## src/ucft_pkg.sv

```systemverilog
// Purpose: Shared constants for the serial transceiver clocking and framing block
// Assumes: 10 MHz system clock, Avalon-MM with 32-bit data, byte addresses
// Notes: Registers are 8 bits wide in the low byte of each word
`default_nettype none
package ucft_pkg;
   localparam logic [4:0] OFS_DATA = 5'h00;
   localparam logic [4:0] OFS_STAT_A = 5'h04;
   localparam logic [4:0] OFS_STAT_B = 5'h08;
   localparam logic [4:0] OFS_SHARED = 5'h0c;
   localparam logic [4:0] OFS_DIV_LO = 5'h10;
   // ctrl_status_a
   localparam int A_RX_DONE = 7;
   localparam int A_TX_DONE = 6;
   localparam int A_EMPTY = 5;
   localparam int A_FRAME_ERR = 4;
   localparam int A_DOUBLE = 1;
   // ctrl_status_b
   localparam int B_MASTER = 7;
   localparam int B_RXEN = 4;
   localparam int B_TX_ON = 3;
   localparam int B_SZ2 = 2;
   localparam int B_RX9 = 1;
   localparam int B_TX9 = 0;
   // ctrl_status_c
   localparam int C_SEL = 7;
   localparam int C_SYNC = 6;
   localparam int C_PAR_HI = 5;
   localparam int C_PAR_LO = 4;
   localparam int C_STOP2 = 3;
   localparam int C_SZ_HI = 2;
   localparam int C_SZ_LO = 1;
   localparam int C_POL = 0;
   localparam logic [7:0] RST_STAT_B = 8'h00;
   localparam logic [7:0] RST_STAT_C = 8'h06;
   localparam logic [11:0] RST_DIV = 12'h000;
   localparam logic [4:0] DIV_NORMAL = 5'h10;
   localparam logic [4:0] DIV_DOUBLE = 5'h08;
   localparam logic [2:0] SZ_NINE = 3'h7;
   localparam int FRAME_W = 13;
   typedef enum logic [1:0] {RX_IDLE = 2'b01, RX_BUSY = 2'b10} ucft_rx_st_t;
endpackage : ucft_pkg
`default_nettype wire

```

## src/ucft_top.sv

```systemverilog
// Purpose: Serial transceiver clocking, framing and transmitter with register slave
// Assumes: Avalon-MM master with waitrequest, inputs synchronous to clk
// Notes: Receiver is minimal: one data register, frame error and completion only
//
// Function
// - Double speed divides by 8, not 16
// - Double speed ignored in synchronous modes
// - Double speed receiver counts 8 ticks a bit, one mid-bit sample
// - Slave clock synchronised then edge detected
// - Clock pin output as sync master, input slave
// - Sample on edge opposite to change
// - Polarity picks change and sample edges
// - All thirty frame formats supported
// - Start, data LSB first, parity, stops
// - Start low, stop high, idle high
// - One frame setting for both directions
// - Frame error only from first stop
// - Parity is xor, inverted for odd
// - MSB selects control C or divisor high
// - Transmit enable takes over output pin
// - Data write fills buffer, shifter loads
// - Unused high data bits ignored
// - Baud down-counter reloads on zero, low byte write
// - Buffer empty flag cleared by write
// - Complete flag set after last frame
`default_nettype none
module ucft_top (
   input wire logic clk, // system clock, 10 MHz
   input wire logic nrst, // async reset, active low
   input wire logic [4:0] address, // byte address
   input wire logic read, // read request
   input wire logic write, // write request
   input wire logic [3:0] byteenable, // byte lanes
   input wire logic [31:0] writedata, // write data
   output logic [31:0] readdata, // read data
   output logic waitrequest, // slave stall
   output logic txd_o, // serial output
   output logic txd_oe, // serial output enable
   input wire logic rxd_i, // serial input
   input wire logic tclk_i, // transfer clock pin input
   output logic tclk_o, // transfer clock pin output
   output logic tclk_oe // transfer clock pin enable
);
   function automatic logic [3:0] data_bits(input logic [2:0] sz);
      if (sz == ucft_pkg::SZ_NINE) data_bits = 4'd9;
      else if (sz[2]) data_bits = 4'd8;
      else data_bits = 4'd5 + {2'b00, sz[1:0]};
   endfunction : data_bits

   function automatic logic [8:0] size_mask(input logic [3:0] n);
      size_mask = 9'h1ff >> (4'd9 - n);
   endfunction : size_mask

   logic [7:0] stat_b_q;
   logic [7:0] stat_c_q;
   logic dbl_q;
   logic [11:0] div_q;
   logic txcomp_q;
   logic ferr_q;
   logic rxdone_q;
   logic [8:0] rx_data_q;
   logic [8:0] buf_q;
   logic buf_full_q;
   logic [ucft_pkg::FRAME_W-1:0] sh_q;
   logic [3:0] tx_cnt_q;
   logic [4:0] tx_div_q;
   logic ck_q;
   ucft_pkg::ucft_rx_st_t rx_st_q;
   logic [4:0] rx_ph_q;
   logic [3:0] rx_cnt_q;
   logic [8:0] rx_sh_q;
   logic acc_q;

   // Frame format shared by both directions
   wire [2:0] size = {stat_b_q[ucft_pkg::B_SZ2], stat_c_q[ucft_pkg::C_SZ_HI:ucft_pkg::C_SZ_LO]};
   wire [3:0] nbits = data_bits(size);
   wire par_en = stat_c_q[ucft_pkg::C_PAR_HI];
   wire par_odd = stat_c_q[ucft_pkg::C_PAR_LO];
   wire stop2 = stat_c_q[ucft_pkg::C_STOP2];
   wire sync_mode = stat_c_q[ucft_pkg::C_SYNC];
   wire pol = stat_c_q[ucft_pkg::C_POL];
   wire master = stat_b_q[ucft_pkg::B_MASTER];
   wire transmit_enable_bit = stat_b_q[ucft_pkg::B_TX_ON];
   wire rxen = stat_b_q[ucft_pkg::B_RXEN];
   // Double speed only shortens the asynchronous bit period
   wire [4:0] bit_div = dbl_q ? ucft_pkg::DIV_DOUBLE : ucft_pkg::DIV_NORMAL;

   // Bus decode; an access is taken on the cycle waitrequest is low
   wire req = read | write;
   wire take = req & acc_q;
   wire wr = take & write & byteenable[0];
   wire [7:0] wd = writedata[7:0];
   wire wr_data = wr && (address == ucft_pkg::OFS_DATA);
   wire wr_a = wr && (address == ucft_pkg::OFS_STAT_A);
   wire wr_b = wr && (address == ucft_pkg::OFS_STAT_B);
   wire wr_c = wr && (address == ucft_pkg::OFS_SHARED) && wd[ucft_pkg::C_SEL];
   wire wr_hi = wr && (address == ucft_pkg::OFS_SHARED) && !wd[ucft_pkg::C_SEL];
   wire wr_lo = wr && (address == ucft_pkg::OFS_DIV_LO);
   wire rd_data = take && read && (address == ucft_pkg::OFS_DATA);

   wire [7:0] stat_a = {rxdone_q, txcomp_q, !buf_full_q, ferr_q, 2'b00, dbl_q, 1'b0};
   wire [7:0] stat_b_rd = {stat_b_q[7:2], rx_data_q[8], stat_b_q[0]};
   logic [7:0] rd_mux;
   always_comb begin
      case (address)
         ucft_pkg::OFS_DATA: rd_mux = rx_data_q[7:0];
         ucft_pkg::OFS_STAT_A: rd_mux = stat_a;
         ucft_pkg::OFS_STAT_B: rd_mux = stat_b_rd;
         ucft_pkg::OFS_SHARED: rd_mux = stat_c_q;
         ucft_pkg::OFS_DIV_LO: rd_mux = div_q[7:0];
         default: rd_mux = 8'h00;
      endcase
   end

   // Bit clocks
   logic tick;
   logic x_rise;
   logic x_fall;
   ucft_baud_gen u_baud (
      .clk(clk),
      .nrst(nrst),
      .divisor(div_q),
      .reload(wr_lo),
      .tick(tick)
   );
   ucft_clk_edge u_edge (
      .clk(clk),
      .nrst(nrst),
      .tclk_i(tclk_i),
      .rise(x_rise),
      .fall(x_fall)
   );
   // Master clock toggles per tick: rate is tick / 2
   wire m_chg = tick & (ck_q == pol);
   wire m_smp = tick & (ck_q != pol);
   wire s_chg = pol ? x_fall : x_rise;
   wire s_smp = pol ? x_rise : x_fall;
   wire sync_chg = master ? m_chg : s_chg;
   wire sync_smp = master ? m_smp : s_smp;
   wire async_bit = tick && (tx_div_q == bit_div - 5'd1);
   wire shift_en = sync_mode ? sync_chg : async_bit;

   // Frame build: start, data LSB first, parity, stop bits
   wire [8:0] tx_data = buf_q & size_mask(nbits);
   wire par_bit = (^tx_data) ^ par_odd;
   logic [ucft_pkg::FRAME_W-1:0] frame;
   always_comb begin
      frame = '1;
      frame[0] = 1'b0;
      for (int i = 0; i < 9; i++) begin
         if (i < nbits) frame[i + 1] = tx_data[i];
      end
      if (par_en) frame[nbits + 4'd1] = par_bit;
   end
   wire [3:0] frame_len = 4'd2 + nbits + {3'b000, par_en} + {3'b000, stop2};
   wire tx_busy = (tx_cnt_q != 4'd0);
   wire can_load = buf_full_q && (transmit_enable_bit || tx_busy);
   wire tx_load = shift_en && (tx_cnt_q <= 4'd1) && can_load;
   wire tx_done = shift_en && (tx_cnt_q == 4'd1) && !buf_full_q;

   always_ff @(posedge clk or negedge nrst) begin
      if (!nrst) begin
         acc_q <= 1'b0;
         waitrequest <= 1'b1;
         readdata <= 32'h0000_0000;
      end else begin
         // One stall cycle, then the request is taken
         acc_q <= req && !acc_q;
         waitrequest <= !(req && !acc_q);
         readdata <= (req && !acc_q && read) ? {24'h00_0000, rd_mux} : 32'h0000_0000;
      end
   end

   always_ff @(posedge clk or negedge nrst) begin
      if (!nrst) begin
         stat_b_q <= ucft_pkg::RST_STAT_B;
         stat_c_q <= ucft_pkg::RST_STAT_C;
         dbl_q <= 1'b0;
         div_q <= ucft_pkg::RST_DIV;
      end else begin
         if (wr_a) dbl_q <= wd[ucft_pkg::A_DOUBLE];
         if (wr_b) stat_b_q <= {wd[7:2], 1'b0, wd[ucft_pkg::B_TX9]};
         if (wr_c) stat_c_q <= wd;
         if (wr_hi) div_q[11:8] <= wd[3:0];
         if (wr_lo) div_q[7:0] <= wd;
      end
   end

   // Transmit buffer and shifter
   always_ff @(posedge clk or negedge nrst) begin
      if (!nrst) begin
         buf_q <= 9'h000;
         buf_full_q <= 1'b0;
         sh_q <= '1;
         tx_cnt_q <= 4'd0;
         txd_o <= 1'b1;
         txd_oe <= 1'b0;
      end else begin
         if (tx_load) begin
            sh_q <= frame;
            txd_o <= 1'b0;
            tx_cnt_q <= frame_len;
            buf_full_q <= 1'b0;
         end else if (shift_en && tx_cnt_q > 4'd1) begin
            sh_q <= {1'b1, sh_q[ucft_pkg::FRAME_W-1:1]};
            txd_o <= sh_q[1];
            tx_cnt_q <= tx_cnt_q - 4'd1;
         end else if (shift_en) begin
            txd_o <= 1'b1;
            tx_cnt_q <= 4'd0;
         end
         // Ninth bit is taken from control B at the data write
         if (wr_data) begin
            buf_q <= {stat_b_q[ucft_pkg::B_TX9], wd};
            buf_full_q <= 1'b1;
         end
         // Disable waits for pending and ongoing frames
         txd_oe <= transmit_enable_bit || tx_busy || buf_full_q;
      end
   end

   // Complete flag: hardware set wins over a write-one clear
   always_ff @(posedge clk or negedge nrst) begin
      if (!nrst) begin
         txcomp_q <= 1'b0;
      end else if (tx_done) begin
         txcomp_q <= 1'b1;
      end else if (wr_a && wd[ucft_pkg::A_TX_DONE]) begin
         txcomp_q <= 1'b0;
      end
   end

   // Clock generation
   always_ff @(posedge clk or negedge nrst) begin
      if (!nrst) begin
         ck_q <= 1'b0;
         tx_div_q <= 5'd0;
         tclk_o <= 1'b0;
         tclk_oe <= 1'b0;
      end else begin
         if (tick) ck_q <= !ck_q;
         if (tick) tx_div_q <= (tx_div_q >= bit_div - 5'd1) ? 5'd0 : tx_div_q + 5'd1;
         // Master clock runs free; the peer only looks at it within frames
         tclk_o <= tick ? !ck_q : ck_q;
         tclk_oe <= sync_mode && master;
      end
   end

   // Receiver: async samples mid-bit, sync samples on the sample edge
   wire rx_last = (rx_cnt_q == nbits + {3'b000, par_en} + 4'd1);
   wire async_smp = tick && (rx_ph_q == (bit_div >> 1));
   wire rx_smp = sync_mode ? sync_smp : async_smp;
   always_ff @(posedge clk or negedge nrst) begin
      if (!nrst) begin
         rx_st_q <= ucft_pkg::RX_IDLE;
         rx_ph_q <= 5'd0;
         rx_cnt_q <= 4'd0;
         rx_sh_q <= 9'h000;
         rx_data_q <= 9'h000;
         ferr_q <= 1'b0;
         rxdone_q <= 1'b0;
      end else begin
         if (rd_data) rxdone_q <= 1'b0;
         if (tick) rx_ph_q <= (rx_ph_q >= bit_div - 5'd1) ? 5'd0 : rx_ph_q + 5'd1;
         case (rx_st_q)
            ucft_pkg::RX_IDLE: begin
               rx_cnt_q <= 4'd0;
               rx_sh_q <= 9'h000;
               if (rxen && !rxd_i && (sync_mode ? sync_smp : tick)) begin
                  rx_st_q <= ucft_pkg::RX_BUSY;
                  rx_ph_q <= 5'd1;
                  rx_cnt_q <= sync_mode ? 4'd1 : 4'd0;
               end
            end
            ucft_pkg::RX_BUSY: begin
               if (!rxen) begin
                  rx_st_q <= ucft_pkg::RX_IDLE;
               end else if (rx_smp) begin
                  rx_cnt_q <= rx_cnt_q + 4'd1;
                  if (rx_cnt_q == 4'd0 && rxd_i) rx_st_q <= ucft_pkg::RX_IDLE;
                  if (rx_cnt_q != 4'd0 && rx_cnt_q <= nbits) rx_sh_q[rx_cnt_q - 4'd1] <= rxd_i;
                  if (rx_last) begin
                     // Second stop bit is never examined
                     ferr_q <= !rxd_i;
                     rx_data_q <= rx_sh_q & size_mask(nbits);
                     rxdone_q <= 1'b1;
                     rx_st_q <= ucft_pkg::RX_IDLE;
                  end
               end
            end
            default: rx_st_q <= ucft_pkg::RX_IDLE;
         endcase
      end
   end
endmodule : ucft_top
`default_nettype wire

```

## src/ucft_baud_gen.sv

```systemverilog
// Purpose: Baud down-counter producing one tick per reload
// Assumes: Divisor stable between writes
// Notes: Tick rate is clk / (divisor + 1)
`default_nettype none
module ucft_baud_gen (
   input wire logic clk, // system clock
   input wire logic nrst, // async reset, active low
   input wire logic [11:0] divisor, // reload value
   input wire logic reload, // low byte written
   output logic tick // one-cycle tick
);
   logic [11:0] cnt_q;
   wire at_zero = (cnt_q == 12'h000);
   always_ff @(posedge clk or negedge nrst) begin
      if (!nrst) begin
         cnt_q <= 12'h000;
         tick <= 1'b0;
      end else begin
         cnt_q <= (at_zero || reload) ? divisor : cnt_q - 12'h001;
         tick <= at_zero || reload;
      end
   end
endmodule : ucft_baud_gen
`default_nettype wire

```

## src/ucft_clk_edge.sv

```systemverilog
// Purpose: Synchronise the external transfer clock and detect its edges
// Assumes: Transfer clock below a quarter of the system clock
// Notes: Edge pulses appear two clocks after the pin changes
`default_nettype none
module ucft_clk_edge (
   input wire logic clk, // system clock
   input wire logic nrst, // async reset, active low
   input wire logic tclk_i, // transfer clock pin level
   output logic rise, // rising edge pulse
   output logic fall // falling edge pulse
);
   logic meta_q;
   logic sync_q;
   logic prev_q;
   always_ff @(posedge clk or negedge nrst) begin
      if (!nrst) begin
         meta_q <= 1'b0;
         sync_q <= 1'b0;
         prev_q <= 1'b0;
      end else begin
         meta_q <= tclk_i;
         sync_q <= meta_q;
         prev_q <= sync_q;
      end
   end
   assign rise = sync_q & ~prev_q;
   assign fall = ~sync_q & prev_q;
endmodule : ucft_clk_edge
`default_nettype wire

```

## config.mk

```make
export PLATFORM = sky130hd
export DESIGN_NAME = ucft_top
export DESIGN_NICKNAME = d
export VERILOG_FILES = /design/src/ucft_pkg.sv /design/src/ucft_top.sv /design/src/ucft_baud_gen.sv /design/src/ucft_clk_edge.sv
export SDC_FILE = /design/constraint.sdc
export NUM_CORES = 1
export LEC_CHECK = 0
export BUFFER_PORTS_ARGS = -buffer_cell sky130_fd_sc_hd__buf_2
export CAP_MARGIN = 30
export CORE_MARGIN = 5
export CORE_UTILIZATION = 59
export CTS_CLUSTER_SIZE = 24
export DETAILED_ROUTE_END_ITERATION = 8
export PLACE_DENSITY = 0.81
export SKIP_CTS_REPAIR_TIMING = 1
export SYNTH_ARGS = -nofsm -noshare
export SYNTH_HDL_FRONTEND = slang
export SYNTH_HIERARCHICAL = 1
export SYNTH_SLANG_ARGS = --single-unit
```

## constraint.sdc

```tcl
create_clock -name clk -period 4.9 [get_ports clk]
set_input_delay 1.225 -clock clk [delete_from_list [all_inputs] [get_ports clk]]
set_output_delay 1.225 -clock clk [all_outputs]
set_load 0.03 [all_outputs]
```

# [Yosys cells after proc, flatten, opt, wreduce, memory -nomap -nowiden]
# Cells that the tools add are included.
[word_totals] ff_bits=122 inputBits=47 out_inout_bits=37 elab_cells=213
[classes] addsub=15 magnitude_cmp=18 eq_ne=19 shift=1 muxes=66 bitwise_logic=13 reduce_logical=51
[op_table] operator="$pmux W8 S5" n=1
[op_table] operator="$mux W13" n=3
[op_table] operator="$mux W1" n=32
[op_table] operator="$mux W5" n=6
[op_table] operator="$mux W4" n=7
[op_table] operator="$logic_and A1 B1 Y1" n=27
[op_table] operator="$mux W9" n=3
[op_table] operator="$and A9 B9 Y9" n=2
[op_table] operator="$pmux W9 S2" n=1
[op_table] operator="$lt A3 B4 Y1 const A" n=4
[op_table] operator="$bwmux W13" n=1
[op_table] operator="$add A4 B1 Y4" n=3
[op_table] operator="$add A4 B1 Y4 const B" n=3
[op_table] operator="$logic_not A12 Y1" n=1
[op_table] operator="$mux W12" n=1
[op_table] operator="$sub A12 B1 Y12 const B" n=1
[op_table] operator="$add A5 B1 Y5 const B" n=2
[op_table] operator="$eq A5 B4 Y1 const B" n=2
[op_table] operator="$ge A5 B5 Y1" n=2
[op_table] operator="$lt A4 B5 Y1 const B" n=2
[op_table] operator="$mux W2" n=5
[op_table] operator="$bwmux W9" n=1
[op_table] operator="$reduce_xor A9 Y1" n=1
[op_table] operator="$shr A9 B4 Y9 const A" n=1
[op_table] operator="other kinds (43)" n=71

# [Longest topological paths before layout]
[logic_depth] word_depth=11 depth_mapped=16 mapped_depth_nobuf=14

# [Hierarchy]
# The synthesis kept the hierarchy.
[modules_own_cells] mod="ucft_top" instances=1 cells_per_inst=631 area_each_um2=6102.1
[modules_own_cells] mod="ucft_baud_gen" instances=1 cells_per_inst=71 area_each_um2=716.9
[modules_own_cells] mod="ucft_clk_edge" instances=1 cells_per_inst=5 area_each_um2=90.1

# [Worst setup path before layout]
# OpenSTA, ideal clock, no wires.
[synth_timing] path_kind="register -> register" startpoint="register stat_c_q[1]" endpoint="register sh_q[11] (netlist name)" setup_time_ns=0.082 arrival_ns=3.532 required_ns=4.818 setup_slack_ns=1.286 path_stages_with_launch=13 n_path_buf=2 synth_period_minus_slack_ns=3.614 cell_sequence="dfstp_2 > ha_1 > clkbuf_1 > nand2_1 > ha_1 > or3_1 > buf_2 > a221oi_4 > a211oi_1 > o22a_1 > or4_4 > a21o_1 > o31a_1"
[synth_between] elab_chain_len=11 elab_cells_between_ends=18 cone_classes="add/sub: 3; order compare: 2; eq/ne: 1; shift: 1; mux: 7; bitwise: 2; reduce/logical: 2"
[synth_lines] element="start: declaration" line="ucft_top.sv:55" rtl="logic [7:0] stat_c_q;"
[synth_lines] element="start signal: assignment" line="ucft_top.sv:177" rtl="stat_c_q <= ucft_pkg::RST_STAT_C;"
[synth_lines] element="start signal: assignment" line="ucft_top.sv:183" rtl="if (wr_c) stat_c_q <= wd;"
[synth_lines] element="$add A3 B2 Y4" line="ucft_top.sv:47" rtl="else data_bits = 4'd5 + {2'b00, sz[1:0]};"
[synth_lines] element="$mux W4" line="ucft_top.sv:46" rtl="else if (sz[2]) data_bits = 4'd8;"
[synth_lines] element="$mux W4 *" line="ucft_top.sv:45" rtl="if (sz == ucft_pkg::SZ_NINE) data_bits = 4'd9;"
[synth_lines] element="$sub A4 B4 Y4 or $add A4 B1 Y4 (tied branches)" line="ucft_top.sv:51, ucft_top.sv:153"
[synth_lines] element="$shr A9 B4 Y9 (tied with other cells)" line="ucft_top.sv:51" rtl="size_mask = 9'h1ff >> (4'd9 - n);"
[synth_lines] element="$and A9 B9 Y9 or $logic_and A1 B1 Y1 (tied branches)" line="ucft_top.sv:144, ucft_top.sv:153"
[synth_lines] element="$reduce_xor A9 Y1 or $mux W1 (tied branches)" line="ucft_top.sv:145, ucft_top.sv:153"
[synth_lines] element="$xor A1 B1 Y1 or $demux W1 S4 (tied branches)" line="ucft_top.sv:145, ucft_top.sv:153"
[synth_lines] element="$bwmux W13 *" line="ucft_top.sv:153" rtl="if (par_en) frame[nbits + 4'd1] = par_bit;"
[synth_lines] element="$mux W13 *" line="ucft_top.sv:153"
[synth_lines] element="$mux W13 *" line="ucft_top.sv:199" rtl="if (tx_load) begin"
[synth_lines] element="end signal: assignment" line="ucft_top.sv:200" rtl="sh_q <= frame;"
[synth_lines] element="end signal: assignment" line="ucft_top.sv:205" rtl="sh_q <= {1'b1, sh_q[ucft_pkg::FRAME_W-1:1]};"
[synth_lines] element="end: declaration" line="ucft_top.sv:64" rtl="logic [ucft_pkg::FRAME_W-1:0] sh_q;"
# Mark *: on every way between the ends. The rest lies on a longest branch, timed or not.
# A chain may end at the register's enable or synchronous reset.

# [Worst setup path in the final report]
# Same ends and word-level chain as after synthesis.

==> metrics.cfg <==
[status]
status = complete, no violations

[finish]
seqCellArea_mm2 = 0.00305
area_growth_pct = 11.9
drive_above_1_share_pct = 17.8
fillers = 828
multi_input_area_mm2 = 0.00349
nets = 809
diodes = 0

[clocking]
clock-root-buffer = clkbuf_16
numCtsBuffers = 17
cts_tree = done
clockBufferDepth = 2
cts_max_level = 4
clkSlewWorstSetupHoldPaths_ns = 0.06
cts.sinks = 121
clock_latency_ns = 0.42

[worst_setup_path]
startpoint = stat_c_q[1]$_DFFE_PN1P_
r2r_start = stat_c_q[1]$_DFFE_PN1P_
critPathArrivalTime_ns = 4.60
crit_type = register to register
cp-end-kind = register
cp-start-kind = register
rrSetupSlack_ns = 0.64
timing.critical_path.required_ns = 5.25
cp_max_fo = 14

[sta]
tightest_slew_ns = 0.883
period_needed_ns = 4.26
slew_viol_final = 0
clock-skew-final_ns = 0.0115
period_share_pct = 86.9
setup_viol = 0
setup_ws_ns = 0.641
hold_viol = 0
rsz0062_at_grt = no
fmax_ghz = 0.235
max_slew_margin_pct = 40.9
setup_tns_ns = 0

[synth]
synth_top_cells_by_count = dfrtp_1 (104), nor2_1 (57), nand2_1 (49)
synth_cells = 707
syn_avg_cell_area_um2 = 9.77
seq_area_frac_synth_pct = 44.1
synth-edff-count = 0
synth_area_leaders = dfrtp_1 (38%), dfstp_2 (6.5%), mux2_2 (5.9%)
synth_top_area_cell = dfrtp_1
async_reset_ff_share_pct = 100
synthDistinctLibCells = 78
netlist.area_leader.share_pct = 37.7
ys_warn_count = 6
yosysMostFrequentCell = dfrtp_1
synth-main-ff-cell = dfrtp_1
synth-seq-cells = 121
syn_area_mm2 = 0.00691

[detailed_routing]
dr.pass1.iters = 5
totalWireLength_mm = 16.9
routedWlPerCell_um = 19.0
ant_nets = 0
dr_total_vias = 5676
drc = 0
drt_iter0_drc = 617
viasPerCell = 6.38

[placement]
gp_congestion = 0.919
port_buffers = 32
pre_cts_slack_ns = 0.755
hpwl_mm = 11.9

[global_route]
gr-total-overflow = 0
antenna_found_initial = 0
grt_first_pass_wirelength_mm = 27.8
grt_usage_pct = 24.5
grt_pass1_vias = 5584
grt_max_degree = 65

[worst_hold_path]
min-delay-start = u_edge/meta_q$_DFF_PN0_
hold_class = register to register

[floorplan]
fp.coreArea_mm2 = 0.0115
initial_core_util_pct = 60.3
num_rows = 39
fp.dieW_um = 118
die-height_um = 118
boundaryPins = 84
die-area_mm2 = 0.0140

[run]
cap_viol_max_count = 0

[pwr]
p_per_area_mw_per_mm2 = 393
irDropWorstVdd_uv = 414
p_leak_nw = 3.66

where the power goes:
group | total (W) | internal, W | leakage (nW) | switching (W)
Combinational | 0.000468 | 0.000186 | 1.79 | 0.000281
Sequential | 0.00121 | 0.00110 | 1.55 | 0.000116
Clock | 0.00135 | 0.000914 | 0.312 | 0.000440
per-stage QoR:
step | hold slack, ns | std cells | util (%) | power [W] | cell area (um2)
6_report | 0.346 | 889 | 67.4 | 0.00304 | 7730
4_1_cts | 0.348 | 889 | 67.4 | 0.00303 | 7730
3_5_place_dp | 0.337 | 858 | 61.8 | 0.00168 | 7090
2_1_floorplan | 0.331 | 730 | - | 0.00156 | 7000
5_1_grt | 0.358 | 889 | 67.4 | 0.00316 | 7730
3_3_place_gp | 0.333 | 858 | 61.8 | 0.00165 | 7090
worst max-delay path, cell delays in order (launching register included):
cell and delay, ns:
dfstp_2 0.71, ha_1 0.37, nand2_1 0.34, ha_1 0.42
or3_1 0.46, a32oi_1 0.33, o311ai_0 0.25, o211a_1 0.21
or4_4 0.49, a21o_1 0.28, o31a_1 0.30
worst paths after layout:
kind	cells after the start	to
max reg2reg	10	sh_q[11]$_DFFE_PN1P_
min in group asynchronous	1	u_baud/cnt_q[10]$_DFF_PN0_
min reg2reg	0	u_edge/sync_q$_DFF_PN0_
min	0	u_edge/sync_q$_DFF_PN0_
max	10	sh_q[11]$_DFFE_PN1P_
max in group asynchronous	2	stat_c_q[2]$_DFFE_PN1P_
state kept, by name, indices dropped and copies added, names as in the netlist, 8 cells and up:
| register | count |
|---|---|
| u_baud/cnt_q | 12 |
| readdata | 8 |
| sh_q | 12 |
| div_q | 12 |
| rx_data_q | 9 |
| stat_c_q | 8 |
| buf_q | 9 |
| rx_sh_q | 9 |
kinds of logic after synthesis:
| family | share of synthesized area (%) |
|---|---|
| compound gates | 16.4 |
| buf+inv | 6.65 |
| simple gates | 16.8 |
| other cells | 0.0543 |
| fa+ha+maj | 5.18 |
| mux | 7.90 |
| flops | 44.1 |
| xor+xnor | 2.92 |
placed cells by master, fill, tap and decap left out, types with 5 or more instances in the layout:
master     synthesis  layout
nand3_1           30      30
a21oi_1           24      24
dfrtp_1          104     104
nor3_1            14      13
dfstp_2           17      17
nand4_1            7       7
mux2_2            36      36
clkbuf_16          0      17
buf_2              4      31
mux2i_1           14      14
nand2b_1           6       6
a21o_1             7       7
and3_1            12      12
conb_1             1      24
inv_1             40      40
nor2b_1            9       9
nor2_1            57      57
nand2_1           49      49
o22ai_1            9       9
a31oi_1            9       9
a22oi_1            5       5
nor4_1             5       5
xor2_1            11      11
a211oi_1           6       6
buf_4             24       8
and2_1             8       8
a221oi_1           9       9
or3_1              5       5
ha_1              27      27
o21ai_0           40      40
clkbuf_8           0       5
xnor2_1           12      12
o21a_1             6       6
layout make-up:
class                           instances  share of cell area, %
Sequential cell                       121                   39.5
Tap cell                              143                   2.32
Timing Repair Buffer                   39                   2.78
Inverter                               41                   1.99
Clock inverter                          7                   1.78
Multi-Input combinational cell        514                   45.2
Clock buffer                           24                   6.49
layer usage:
layer | global-route usage [%] | share of wire (%) | up-vias
met5 | 0 | 0 | -
met4 | 8.75 | 2.2 | 0
met3 | 6.11 | 8.2 | 46
met2 | 39.6 | 48 | 294
met1 | 32.1 | 41 | 2780
li1 | - | - | 2556
No activity file was read; power rests on OpenSTA's default activity.
